$ cat src/inc/dpll_mode_status_params.svh
// Purpose: Register indices, field positions, reset values and codes for the
//          dual-loop mode and status register slice.
// Assumes: Included by its bare name from the design and the testbench.
// Notes:   Byte address of a register is four times its index.
`ifndef DPLL_MODE_STATUS_PARAMS_SVH
`define DPLL_MODE_STATUS_PARAMS_SVH

// ============================================================
// Register indices
`define IDX_LOOP1_STATE_FLAGS 6'h28
`define IDX_LOOP1_CAPTURE_SPAN 6'h29
`define IDX_LOOP2_CONTROL_A 6'h2a
`define IDX_LOOP2_CONTROL_B 6'h2b
`define IDX_LOOP2_OPERATING_MODE 6'h2c
`define IDX_LOOP2_REF_CHOICE 6'h2d
`define IDX_EVENT_STATUS 6'h31
`define IDX_EVENT_MASK 6'h32

// ============================================================
// Field positions
`define BIT_FLAG_HOLDOVER 0
`define BIT_FLAG_LOCK 1
`define BIT_FLAG_REF_FAIL 2
`define BIT_PHASE_ABSORB_CTRL 0
`define BIT_SLOPE_LIMIT_SEL 4
`define BIT_LOOP_ENABLE 7
`define BIT_REVERT_EN 0
`define BIT_EV_STATE_CHANGE 0
`define BIT_EV_REF_SWITCH 1
`define BIT_EV_LOOP1_REF_FAIL 2

// ============================================================
// Reset values
`define RST_CAPTURE_SPAN 2'h3
`define RST_CONTROL_A 8'h00
`define RST_CONTROL_B 8'h04
`define RST_OPERATING_MODE 2'h2
`define RST_REF_CHOICE 4'h0
`define RST_EVENT_MASK 3'h0

// ============================================================
// Mode codes and bus answers
`define MODE_MANUAL_NORMAL 2'h0
`define MODE_MANUAL_HOLDOVER 2'h1
`define MODE_MANUAL_FREERUN 2'h2
`define MODE_AUTO_NORMAL 2'h3
`define RESP_OKAY 2'h0
`define RESP_DECODEERROR 2'h3
`define DEFAULT_NUM_REFS 9

`endif

$ cat src/inc/dpll_mode_status_pkg.sv
// Purpose: Types shared by the dual-loop mode and status register slice.
// Assumes: Compiled before the design.
// Notes:   Numeric constants live in the params header.
package dpll_mode_status_pkg;
    // ============================================================
    // Second loop operating state
    typedef enum logic [1:0] {
        ST_DISABLED,
        ST_FREERUN,
        ST_HOLDOVER,
        ST_LOCKED
    } loop_state_t;
endpackage

$ cat src/logic/dpll_mode_status_regs.sv
// Purpose: Mode control and status registers of a dual digital loop timer,
//          with the second loop's reference and mode state machine.
// Assumes: All inputs synchronous to ref_clk; Avalon-MM slave with byte
//          addresses and one 8-bit register per aligned word.
// Notes:   Lower reference index means higher priority.
//
// The Avalon-MM register port was chosen for this implementation.
`timescale 1ns/1ps
`include "dpll_mode_status_params.svh"

module dpll_mode_status_regs #(
    parameter int NUM_REFS = `DEFAULT_NUM_REFS
) (
    // Clock and reset
    input wire logic ref_clk,
    input wire logic rst,
    // Avalon-MM slave
    input wire logic [7:0] address,
    input wire logic read,
    input wire logic write,
    input wire logic [3:0] byteenable,
    input wire logic [31:0] writedata,
    output logic [31:0] readdata,
    output logic [1:0] response,
    output logic waitrequest,
    // First loop status inputs
    input wire logic firstLoopHoldover,
    input wire logic firstLoopLocked,
    input wire logic firstLoopRefFail,
    // Reference monitor inputs, one bit per reference
    input wire logic [NUM_REFS-1:0] refQualified,
    input wire logic [NUM_REFS-1:0] refFailed,
    // First loop controls
    output logic [1:0] firstLoopCaptureSpan,
    // Second loop controls and state
    output logic secondLoopEnable,
    output logic phaseAbsorbCtrl,
    output logic slopeLimitSel,
    output logic revertEnable,
    output dpll_mode_status_pkg::loop_state_t secondLoopState,
    output logic [3:0] secondLoopActiveRef,
    output logic refSwitchStrobe,
    output logic switchAbsorbsPhase,
    // Interrupt
    output logic irq
);
    import dpll_mode_status_pkg::*;

    // Reference indices are four bits wide, so sixteen references at most.
    if (NUM_REFS < 1 || NUM_REFS > 16) begin : gen_bad_refs
        $error("NUM_REFS must lie between 1 and 16");
    end

    // ============================================================
    // Bus handshake
    logic ackQ, ackD;
    logic [31:0] readdataQ, readdataD;
    logic [1:0] responseQ, responseD;
    logic [5:0] regIdx;
    logic reqActive, wrTake, lowLane, mapped;

    // Every request waits one cycle, so read data always come from a flop.
    assign reqActive = read | write;
    assign waitrequest = reqActive & ~ackQ;
    assign wrTake = write & ackQ;
    assign regIdx = address[7:2];
    assign lowLane = byteenable[0];
    assign readdata = readdataQ;
    assign response = responseQ;

    // ============================================================
    // Register state
    logic [1:0] spanQ, spanD;
    logic absorbQ, absorbD, slopeQ, slopeD, enQ, enD, revertQ, revertD;
    logic [1:0] modeQ, modeD;
    logic [3:0] manualRefQ, manualRefD;
    logic [2:0] statusQ, statusD, maskQ, maskD, events;
    logic refFailPrevQ, refFailPrevD;

    // ============================================================
    // Second loop state
    loop_state_t stateQ, stateD;
    logic [3:0] activeQ, activeD;
    logic switchQ, switchD, autoQ, autoD;
    logic [NUM_REFS-1:0] refOk;
    logic anyOk, activeOk, manualOk, betterExists;
    logic [3:0] bestRef;

    // One usable flag per reference: qualified and not failing.
    genvar g;
    generate
        for (g = 0; g < NUM_REFS; g++) begin : gen_ok
            assign refOk[g] = refQualified[g] & ~refFailed[g];
        end
    endgenerate

    // Priority encoder picks the lowest usable index as the best reference.
    always_comb begin
        bestRef = 4'h0;
        for (int i = NUM_REFS - 1; i >= 0; i--) begin
            if (refOk[i]) begin
                bestRef = 4'(i);
            end
        end
    end

    // Manual choice is judged on failure alone; codes past the last
    // reference are reserved and count as a failed reference.
    assign anyOk = |refOk;
    assign activeOk = (32'(activeQ) < NUM_REFS) && refOk[activeQ];
    assign manualOk = (32'(manualRefQ) < NUM_REFS) && !refFailed[manualRefQ];
    assign betterExists = anyOk && (bestRef < activeQ);

    // Mode state machine of the second loop.
    always_comb begin
        stateD = stateQ;
        activeD = activeQ;
        autoD = enQ && (modeQ == `MODE_AUTO_NORMAL);
        if (!enQ) begin
            stateD = ST_DISABLED;
        end else begin
            case (modeQ)
                `MODE_MANUAL_NORMAL: begin
                    activeD = manualRefQ;
                    stateD = manualOk ? ST_LOCKED : ST_HOLDOVER;
                end
                `MODE_MANUAL_HOLDOVER: begin
                    stateD = ST_HOLDOVER;
                end
                `MODE_MANUAL_FREERUN: begin
                    stateD = ST_FREERUN;
                end
                `MODE_AUTO_NORMAL: begin
                    // Entry into automatic mode and revertive operation take the
                    // best; otherwise a healthy reference is kept over a better one.
                    if (autoQ && stateQ == ST_LOCKED && activeOk
                        && !(revertQ && betterExists)) begin
                        stateD = ST_LOCKED;
                    end else if (anyOk) begin
                        stateD = ST_LOCKED;
                        activeD = bestRef;
                    end else begin
                        stateD = ST_HOLDOVER;
                    end
                end
                default: begin
                    stateD = ST_FREERUN;
                end
            endcase
        end
        // A switch is only a change of reference while staying locked.
        switchD = (stateQ == ST_LOCKED) && (stateD == ST_LOCKED) && (activeD != activeQ);
    end

    always_ff @(posedge ref_clk or posedge rst) begin
        if (rst) begin
            stateQ <= ST_DISABLED;
            activeQ <= `RST_REF_CHOICE;
            switchQ <= 1'b0;
            autoQ <= 1'b0;
        end else begin
            stateQ <= stateD;
            activeQ <= activeD;
            switchQ <= switchD;
            autoQ <= autoD;
        end
    end

    assign secondLoopState = stateQ;
    assign secondLoopActiveRef = activeQ;
    assign refSwitchStrobe = switchQ;
    assign switchAbsorbsPhase = ~absorbQ;
    assign firstLoopCaptureSpan = spanQ;
    assign secondLoopEnable = enQ;
    assign phaseAbsorbCtrl = absorbQ;
    assign slopeLimitSel = slopeQ;
    assign revertEnable = revertQ;

    // ============================================================
    // Register writes, read mux and sticky events
    always_comb begin
        ackD = reqActive & ~ackQ;
        readdataD = readdataQ;
        responseD = responseQ;
        spanD = spanQ;
        absorbD = absorbQ;
        slopeD = slopeQ;
        enD = enQ;
        revertD = revertQ;
        modeD = modeQ;
        manualRefD = manualRefQ;
        maskD = maskQ;
        refFailPrevD = firstLoopRefFail;
        events = 3'h0;
        events[`BIT_EV_STATE_CHANGE] = (stateD != stateQ);
        events[`BIT_EV_REF_SWITCH] = switchD;
        events[`BIT_EV_LOOP1_REF_FAIL] = firstLoopRefFail & ~refFailPrevQ;
        mapped = 1'b1;
        case (regIdx)
            `IDX_LOOP1_STATE_FLAGS, `IDX_LOOP1_CAPTURE_SPAN, `IDX_LOOP2_CONTROL_A,
            `IDX_LOOP2_CONTROL_B, `IDX_LOOP2_OPERATING_MODE, `IDX_LOOP2_REF_CHOICE,
            `IDX_EVENT_STATUS, `IDX_EVENT_MASK: mapped = 1'b1;
            default: mapped = 1'b0;
        endcase
        // Capture read data in the waiting cycle; flags are sampled live
        // and reading clears nothing.
        if (reqActive && !ackQ) begin
            readdataD = 32'h0;
            responseD = mapped ? `RESP_OKAY : `RESP_DECODEERROR;
            if (read) begin
                case (regIdx)
                    `IDX_LOOP1_STATE_FLAGS: begin
                        readdataD[`BIT_FLAG_HOLDOVER] = firstLoopHoldover;
                        readdataD[`BIT_FLAG_LOCK] = firstLoopLocked;
                        readdataD[`BIT_FLAG_REF_FAIL] = firstLoopRefFail;
                    end
                    `IDX_LOOP1_CAPTURE_SPAN: readdataD[1:0] = spanQ;
                    `IDX_LOOP2_CONTROL_A: begin
                        readdataD[`BIT_PHASE_ABSORB_CTRL] = absorbQ;
                        readdataD[`BIT_SLOPE_LIMIT_SEL] = slopeQ;
                        readdataD[`BIT_LOOP_ENABLE] = enQ;
                    end
                    `IDX_LOOP2_CONTROL_B: begin
                        readdataD[7:0] = `RST_CONTROL_B;
                        readdataD[`BIT_REVERT_EN] = revertQ;
                    end
                    `IDX_LOOP2_OPERATING_MODE: readdataD[1:0] = modeQ;
                    `IDX_LOOP2_REF_CHOICE: begin
                        // Automatic mode reports the active reference.
                        readdataD[3:0] = (modeQ == `MODE_AUTO_NORMAL) ? activeQ : manualRefQ;
                    end
                    `IDX_EVENT_STATUS: readdataD[2:0] = statusQ;
                    `IDX_EVENT_MASK: readdataD[2:0] = maskQ;
                    default: readdataD = 32'h0;
                endcase
            end
        end
        // Writes land at the edge where waitrequest is low; only the low
        // byte lane holds register bits, reserved bits are not stored.
        if (wrTake && lowLane) begin
            case (regIdx)
                `IDX_LOOP1_CAPTURE_SPAN: spanD = writedata[1:0];
                `IDX_LOOP2_CONTROL_A: begin
                    absorbD = writedata[`BIT_PHASE_ABSORB_CTRL];
                    slopeD = writedata[`BIT_SLOPE_LIMIT_SEL];
                    enD = writedata[`BIT_LOOP_ENABLE];
                end
                `IDX_LOOP2_CONTROL_B: revertD = writedata[`BIT_REVERT_EN];
                `IDX_LOOP2_OPERATING_MODE: modeD = writedata[1:0];
                `IDX_LOOP2_REF_CHOICE: begin
                    if (modeQ == `MODE_MANUAL_NORMAL) begin
                        manualRefD = writedata[3:0];
                    end
                end
                `IDX_EVENT_MASK: maskD = writedata[2:0];
                default: manualRefD = manualRefD;
            endcase
        end
        // A new event beats a clear written in the same cycle.
        statusD = statusQ;
        if (wrTake && lowLane && regIdx == `IDX_EVENT_STATUS) begin
            statusD = statusQ & ~writedata[2:0];
        end
        statusD = statusD | events;
    end

    always_ff @(posedge ref_clk or posedge rst) begin
        if (rst) begin
            ackQ <= 1'b0;
            readdataQ <= 32'h0;
            responseQ <= `RESP_OKAY;
            spanQ <= `RST_CAPTURE_SPAN;
            absorbQ <= 1'(`RST_CONTROL_A >> `BIT_PHASE_ABSORB_CTRL);
            slopeQ <= 1'(`RST_CONTROL_A >> `BIT_SLOPE_LIMIT_SEL);
            enQ <= 1'(`RST_CONTROL_A >> `BIT_LOOP_ENABLE);
            revertQ <= 1'(`RST_CONTROL_B >> `BIT_REVERT_EN);
            modeQ <= `RST_OPERATING_MODE;
            manualRefQ <= `RST_REF_CHOICE;
            statusQ <= 3'h0;
            maskQ <= `RST_EVENT_MASK;
            refFailPrevQ <= 1'b0;
        end else begin
            ackQ <= ackD;
            readdataQ <= readdataD;
            responseQ <= responseD;
            spanQ <= spanD;
            absorbQ <= absorbD;
            slopeQ <= slopeD;
            enQ <= enD;
            revertQ <= revertD;
            modeQ <= modeD;
            manualRefQ <= manualRefD;
            statusQ <= statusD;
            maskQ <= maskD;
            refFailPrevQ <= refFailPrevD;
        end
    end

    assign irq = |(statusQ & maskQ);

    // ============================================================
    // Assertions
    logic readDone;
    assign readDone = read && !waitrequest;

    property p_flags_live;
        @(posedge ref_clk) disable iff (rst)
        (readDone && regIdx == `IDX_LOOP1_STATE_FLAGS) |->
            readdata[2:0] == {$past(firstLoopRefFail), $past(firstLoopLocked),
                              $past(firstLoopHoldover)};
    endproperty
    a_flags_live: assert property (p_flags_live) else $error("flag readback wrong");

    property p_flags_no_side;
        @(posedge ref_clk) disable iff (rst)
        (readDone && regIdx == `IDX_LOOP1_STATE_FLAGS) |=> ($past(statusQ) & ~statusQ) == 3'h0;
    endproperty
    a_flags_no_side: assert property (p_flags_no_side) else $error("read disturbed state");

    property p_span_reset;
        @(posedge ref_clk) $fell(rst) |-> firstLoopCaptureSpan == 2'h3 && !secondLoopEnable;
    endproperty
    a_span_reset: assert property (p_span_reset) else $error("bad reset values");

    property p_absorb;
        @(posedge ref_clk) disable iff (rst)
        refSwitchStrobe |-> switchAbsorbsPhase == !phaseAbsorbCtrl && secondLoopState == ST_LOCKED;
    endproperty
    a_absorb: assert property (p_absorb) else $error("switch phase style wrong");

    property p_disabled;
        @(posedge ref_clk) disable iff (rst)
        !secondLoopEnable |=> secondLoopState == ST_DISABLED;
    endproperty
    a_disabled: assert property (p_disabled) else $error("loop not disabled");

    property p_manual_track;
        @(posedge ref_clk) disable iff (rst)
        (enQ && modeQ == `MODE_MANUAL_NORMAL && manualOk) |=>
            secondLoopState == ST_LOCKED && secondLoopActiveRef == $past(manualRefQ);
    endproperty
    a_manual_track: assert property (p_manual_track) else $error("manual tracking wrong");

    property p_manual_fail;
        @(posedge ref_clk) disable iff (rst)
        (enQ && modeQ == `MODE_MANUAL_NORMAL && !manualOk) |=> secondLoopState == ST_HOLDOVER;
    endproperty
    a_manual_fail: assert property (p_manual_fail) else $error("no holdover on failure");

    property p_fixed_modes;
        @(posedge ref_clk) disable iff (rst)
        (enQ && modeQ[1] != modeQ[0]) |=>
            secondLoopState == ($past(modeQ) == `MODE_MANUAL_HOLDOVER ? ST_HOLDOVER : ST_FREERUN);
    endproperty
    a_fixed_modes: assert property (p_fixed_modes) else $error("fixed mode state wrong");

    property p_auto_none;
        @(posedge ref_clk) disable iff (rst)
        (enQ && modeQ == `MODE_AUTO_NORMAL && !anyOk) |=> secondLoopState == ST_HOLDOVER;
    endproperty
    a_auto_none: assert property (p_auto_none) else $error("no holdover without refs");

    property p_auto_switch;
        @(posedge ref_clk) disable iff (rst)
        (enQ && modeQ == `MODE_AUTO_NORMAL && stateQ == ST_LOCKED && !activeOk && anyOk) |=>
            secondLoopState == ST_LOCKED && secondLoopActiveRef == $past(bestRef) && refSwitchStrobe;
    endproperty
    a_auto_switch: assert property (p_auto_switch) else $error("switchover wrong");

    property p_choice_read;
        @(posedge ref_clk) disable iff (rst)
        (readDone && regIdx == `IDX_LOOP2_REF_CHOICE && modeQ == `MODE_AUTO_NORMAL
         && $stable(activeQ)) |-> readdata[3:0] == activeQ;
    endproperty
    a_choice_read: assert property (p_choice_read) else $error("choice readback wrong");

    c_auto_switch: cover property (@(posedge ref_clk) disable iff (rst)
        modeQ == `MODE_AUTO_NORMAL ##0 refSwitchStrobe);
    c_manual_hold: cover property (@(posedge ref_clk) disable iff (rst)
        modeQ == `MODE_MANUAL_NORMAL && stateQ == ST_LOCKED ##1 stateQ == ST_HOLDOVER);
    c_irq: cover property (@(posedge ref_clk) disable iff (rst) $rose(irq));
endmodule

$ cat config.mk
export PLATFORM = sky130hd
export DESIGN_NAME = dpll_mode_status_regs
export DESIGN_NICKNAME = d
export VERILOG_FILES = /design/src/inc/dpll_mode_status_pkg.sv /design/src/logic/dpll_mode_status_regs.sv
export VERILOG_INCLUDE_DIRS = /design/src /design/src/inc
export SDC_FILE = /design/constraint.sdc
export NUM_CORES = 1
export LEC_CHECK = 0
export ABC_AREA = 1
export BUFFER_PORTS_ARGS = -buffer_cell sky130_fd_sc_hd__buf_2
export CORE_MARGIN = 2
export CORE_UTILIZATION = 43
export CTS_CLUSTER_DIAMETER = 30
export DETAILED_ROUTE_END_ITERATION = 16
export PLACE_DENSITY = 0.78
export SKIP_LAST_GASP = 1
export SYNTH_ARGS = -nofsm -noshare
export SYNTH_HDL_FRONTEND = slang
export SYNTH_SLANG_ARGS = --single-unit
$ cat constraint.sdc
create_clock -name ref_clk -period 1.9 [get_ports ref_clk]
set_input_delay 0.095 -clock ref_clk [delete_from_list [all_inputs] [get_ports ref_clk]]
set_output_delay 0.095 -clock ref_clk [all_outputs]
set_load 0.005 [all_outputs]
==> run metrics <==
status=finished with violations; violated checks=negative setup slack; Tot Pwr=approximately 2.2 mW; largest net degree at the start of global routing=36; Die W=roughly 81 um; largest family of logic cells by synthesized area=simple AND/OR/NAND/NOR gates; port bufs=between 60 and 70; minimum clock period=2.12 ns; worst slack at placement=-0.332 ns; R2R setup slack=-0.22 ns; WHS=between 0.02 and 0.025 ns; mapped cell area=roughly 0.0025 mm2; Adder-Cell Fraction of Synth Area=under 10%; DR iter-0 viols=just under 100; worst r2r src=secondLoopActiveRef[2]$_DFF_PP0_; vias in the first global route=~2500; Antenna Nets Post-Route=0; Max Slew Vio Count=0; Worst R2R End=statusQ[1]$_DFF_PP0_; Clk network pwr share=between 20% and 30%; Crit Path Max Fanout=4; post-DP HPWL=about 5400 um; Seq pwr share=around two fifths; worst vdd ir=603 uV; most common cell after layout, fill and taps aside=nand2_1; Worst-Skew Late Latency=~0.29 ns; row count=27; Die H=80.5 um; gpl congestion=around 0.94; CTS tree=done; Fin Clk Skew=approximately 0.0077 ns; post-route clock period utilization=111%; Total Routing Usage GR=between 20% and 30%; critical path type=reg2reg; ys flop type=dfrtp_1; top cell type's share of synthesized area=31.8%; Simple-Gate Fraction of Synth Area=between 20 and 30%; startpoint types=flip-flop; n_diodes=0; worst setup margin=-0.216 ns; internal power=1.43 mW; required time of the critical path=about 2.1 ns; Synth warnings=0; unrepaired setup endpoints after global routing=yes; number of synthesized flops with an enable pin=0; fin nets=570; final setup fails=3; combinational power share=between 30% and 40%; Max Cap Viol=0; core area=approximately 0.0056 mm2; first-pass iteration count of the detailed router=5; Min-Delay Path Depth=2; post-synthesis mux area share=less than 1%; NetSw=764 uW; Synth cell types=40; switching portion of total power=a little over a third; WL final=7290 um; Compound-Gate Fraction of Synth Area=roughly 16%; worst hold start=writedata[3]; Initial Utilization=45.2%; full die area=between 0.006 and 0.007 mm2; leakage=about 1.9 nW; FF-to-FF path depth=17; layout cell share with drive strength beyond 1=38.4%; Vias=between 2000 and 3000; final hold viol count=0; first-pass GRT wire length=between 10000 and 15000 um; ranking of synthesized cells by area=dfrtp_1 32%, nand2_1 12%, buf_4 8.1%; Area Overhead vs Synth=40.2%; Synth area leader=dfrtp_1; DRC errors left=0; mean post-synth cell area=between 6 and 7 um2; sequential share of the synthesized area=between 30% and 40%; CP endpoint kind=flip-flop; wire per inst=around 13 um; H-Tree Depth=2; cell count after synthesis=364; pwr dens=~620 mW/mm2; GRT overflow=0; fmax=around 470 MHz; min-delay worst type=in2reg; synthesized flop and latch total=35; Root Driver=clkbuf_8; vias per cell=around 4.8; xor/xnor share of the synthesized area=less than 1%; Clock Sinks=35; Arr. time, crit path=2.30 ns; largest buffer count on any clock path=2; Num CTS Buffers=5; Reg clk slew, reported paths=0.07 ns; Async SR Flop Fraction=100%; Hold Path End=manualRefQ[3]$_DFFE_PP0P_; antenna violations before repair=0; I/O pins=between 100 and 150; most frequent cells in the layout=74 x nand2_1, 61 x buf_2, 58 x buf_4
-- cells by family after synthesis --
kind of cell               count (synthesis)
xor gates and xnor gates                   2
DFF                                       35
AOI/OAI and AO/OA                         66
adders and majority gates                  7
buffers and inverters                     99
and+or+nand+nor                          153
muxes                                      1
other                                      1
-- metal layers --
layer | part of all wire [%] | global-route usage [%] | up-vias
li1 | - | - | 1387
met1 | 43 | 28.1 | 1234
met2 | 48 | 39.3 | 110
met3 | 6.1 | 3.71 | 14
met4 | 2.1 | 6.44 | 0
met5 | 0 | 0 | -
-- sequential cells by signal, summed over array words and instances, names as in the netlist, 2 cells and up --
signal                flops
maskQ                     3
modeQ                     2
statusQ                   3
firstLoopCaptureSpan      2
readdata                  6
secondLoopActiveRef       4
secondLoopState           2
manualRefQ                4
-- worst max-delay path by stage --
| stage | slack [ns] | from | to |
|---|---|---|---|
| 2_1_floorplan | 0.001 | modeQ[1]$_DFFE_PP1P_ | statusQ[1]$_DFF_PP0_ |
| 3_3_place_gp | -0.28 | refFailed[5] | statusQ[1]$_DFF_PP0_ |
| 3_5_place_dp | -0.33 | refQualified[7] | statusQ[1]$_DFF_PP0_ |
| 4_1_cts | -0.13 | secondLoopActiveRef[2]$_DFF_PP0_ | statusQ[1]$_DFF_PP0_ |
| 5_1_grt | -0.38 | secondLoopActiveRef[2]$_DFF_PP0_ | statusQ[1]$_DFF_PP0_ |
| 6_report | -0.22 | secondLoopActiveRef[2]$_DFF_PP0_ | statusQ[1]$_DFF_PP0_ |
-- worst max-delay path, stage by stage (launching register included) --
cell	delay [ns]
dfrtp_2	0.47
inv_4	0.07
a21oi_4	0.11
o21ai_2	0.08
o311ai_4	0.07
nand3_2	0.13
a21oi_4	0.22
nand2_2	0.12
nand2_2	0.08
nand3_1	0.09
nand2_2	0.10
inv_2	0.04
nand2_1	0.05
nand2_1	0.07
nor2_2	0.13
nand2_2	0.06
nand2_2	0.07
nand2_1	0.05
-- stage by stage --
stage,cells,setup TNS [ns],utilization [%],instance area (um2)
final,567,-0.438,63.3,3530
after floorplan,389,0,-,2610
after detailed placement,548,-1.14,57.6,3210
after global placement,548,-0.831,57.6,3210
after CTS,562,-0.249,60.4,3370
after global routing,567,-1.05,63.3,3530
-- synthesized netlist by cell type, types with 3 or more instances --
master	instances
dfrtp_1	32
buf_4	27
o32ai_1	3
o22ai_1	3
dfstp_2	3
ha_1	7
nor2_1	33
o21ai_1	20
o21ai_0	8
inv_1	50
inv_2	18
a21oi_1	16
nor3_1	4
nand4_1	5
nand3_1	24
nand2_1	81
-- timing repair --
action	4_1_cts	5_1_grt
pin swaps	2	13
hold buffers	2	0
endpoints found under the hold margin	33	0
setup endpoints to repair	3	8
setup buffers	4	7
gates resized for setup	6	39
-- cell type report --
class,instances,area [um2]
fill,496,2040
multi-input combinational,255,1380
sequential,35,883
timing repair buffer,127,828
inverter,70,268
tap,72,90.1
clock buffer,6,72.6
clock inverter,2,12.5
-- power by group through the flow --
| stage | Sequential, mW | Clock, mW | Combinational, mW |
|---|---|---|---|
| floorplan | 0.858 | 0 | 0.379 |
| global placement | 0.857 | 0 | 0.661 |
| detailed placement | 0.858 | 0 | 0.672 |
| CTS | 0.848 | 0.549 | 0.710 |
| global route | 0.863 | 0.577 | 0.896 |
| finish | 0.856 | 0.531 | 0.804 |
(Power assumes the default switching activity.)
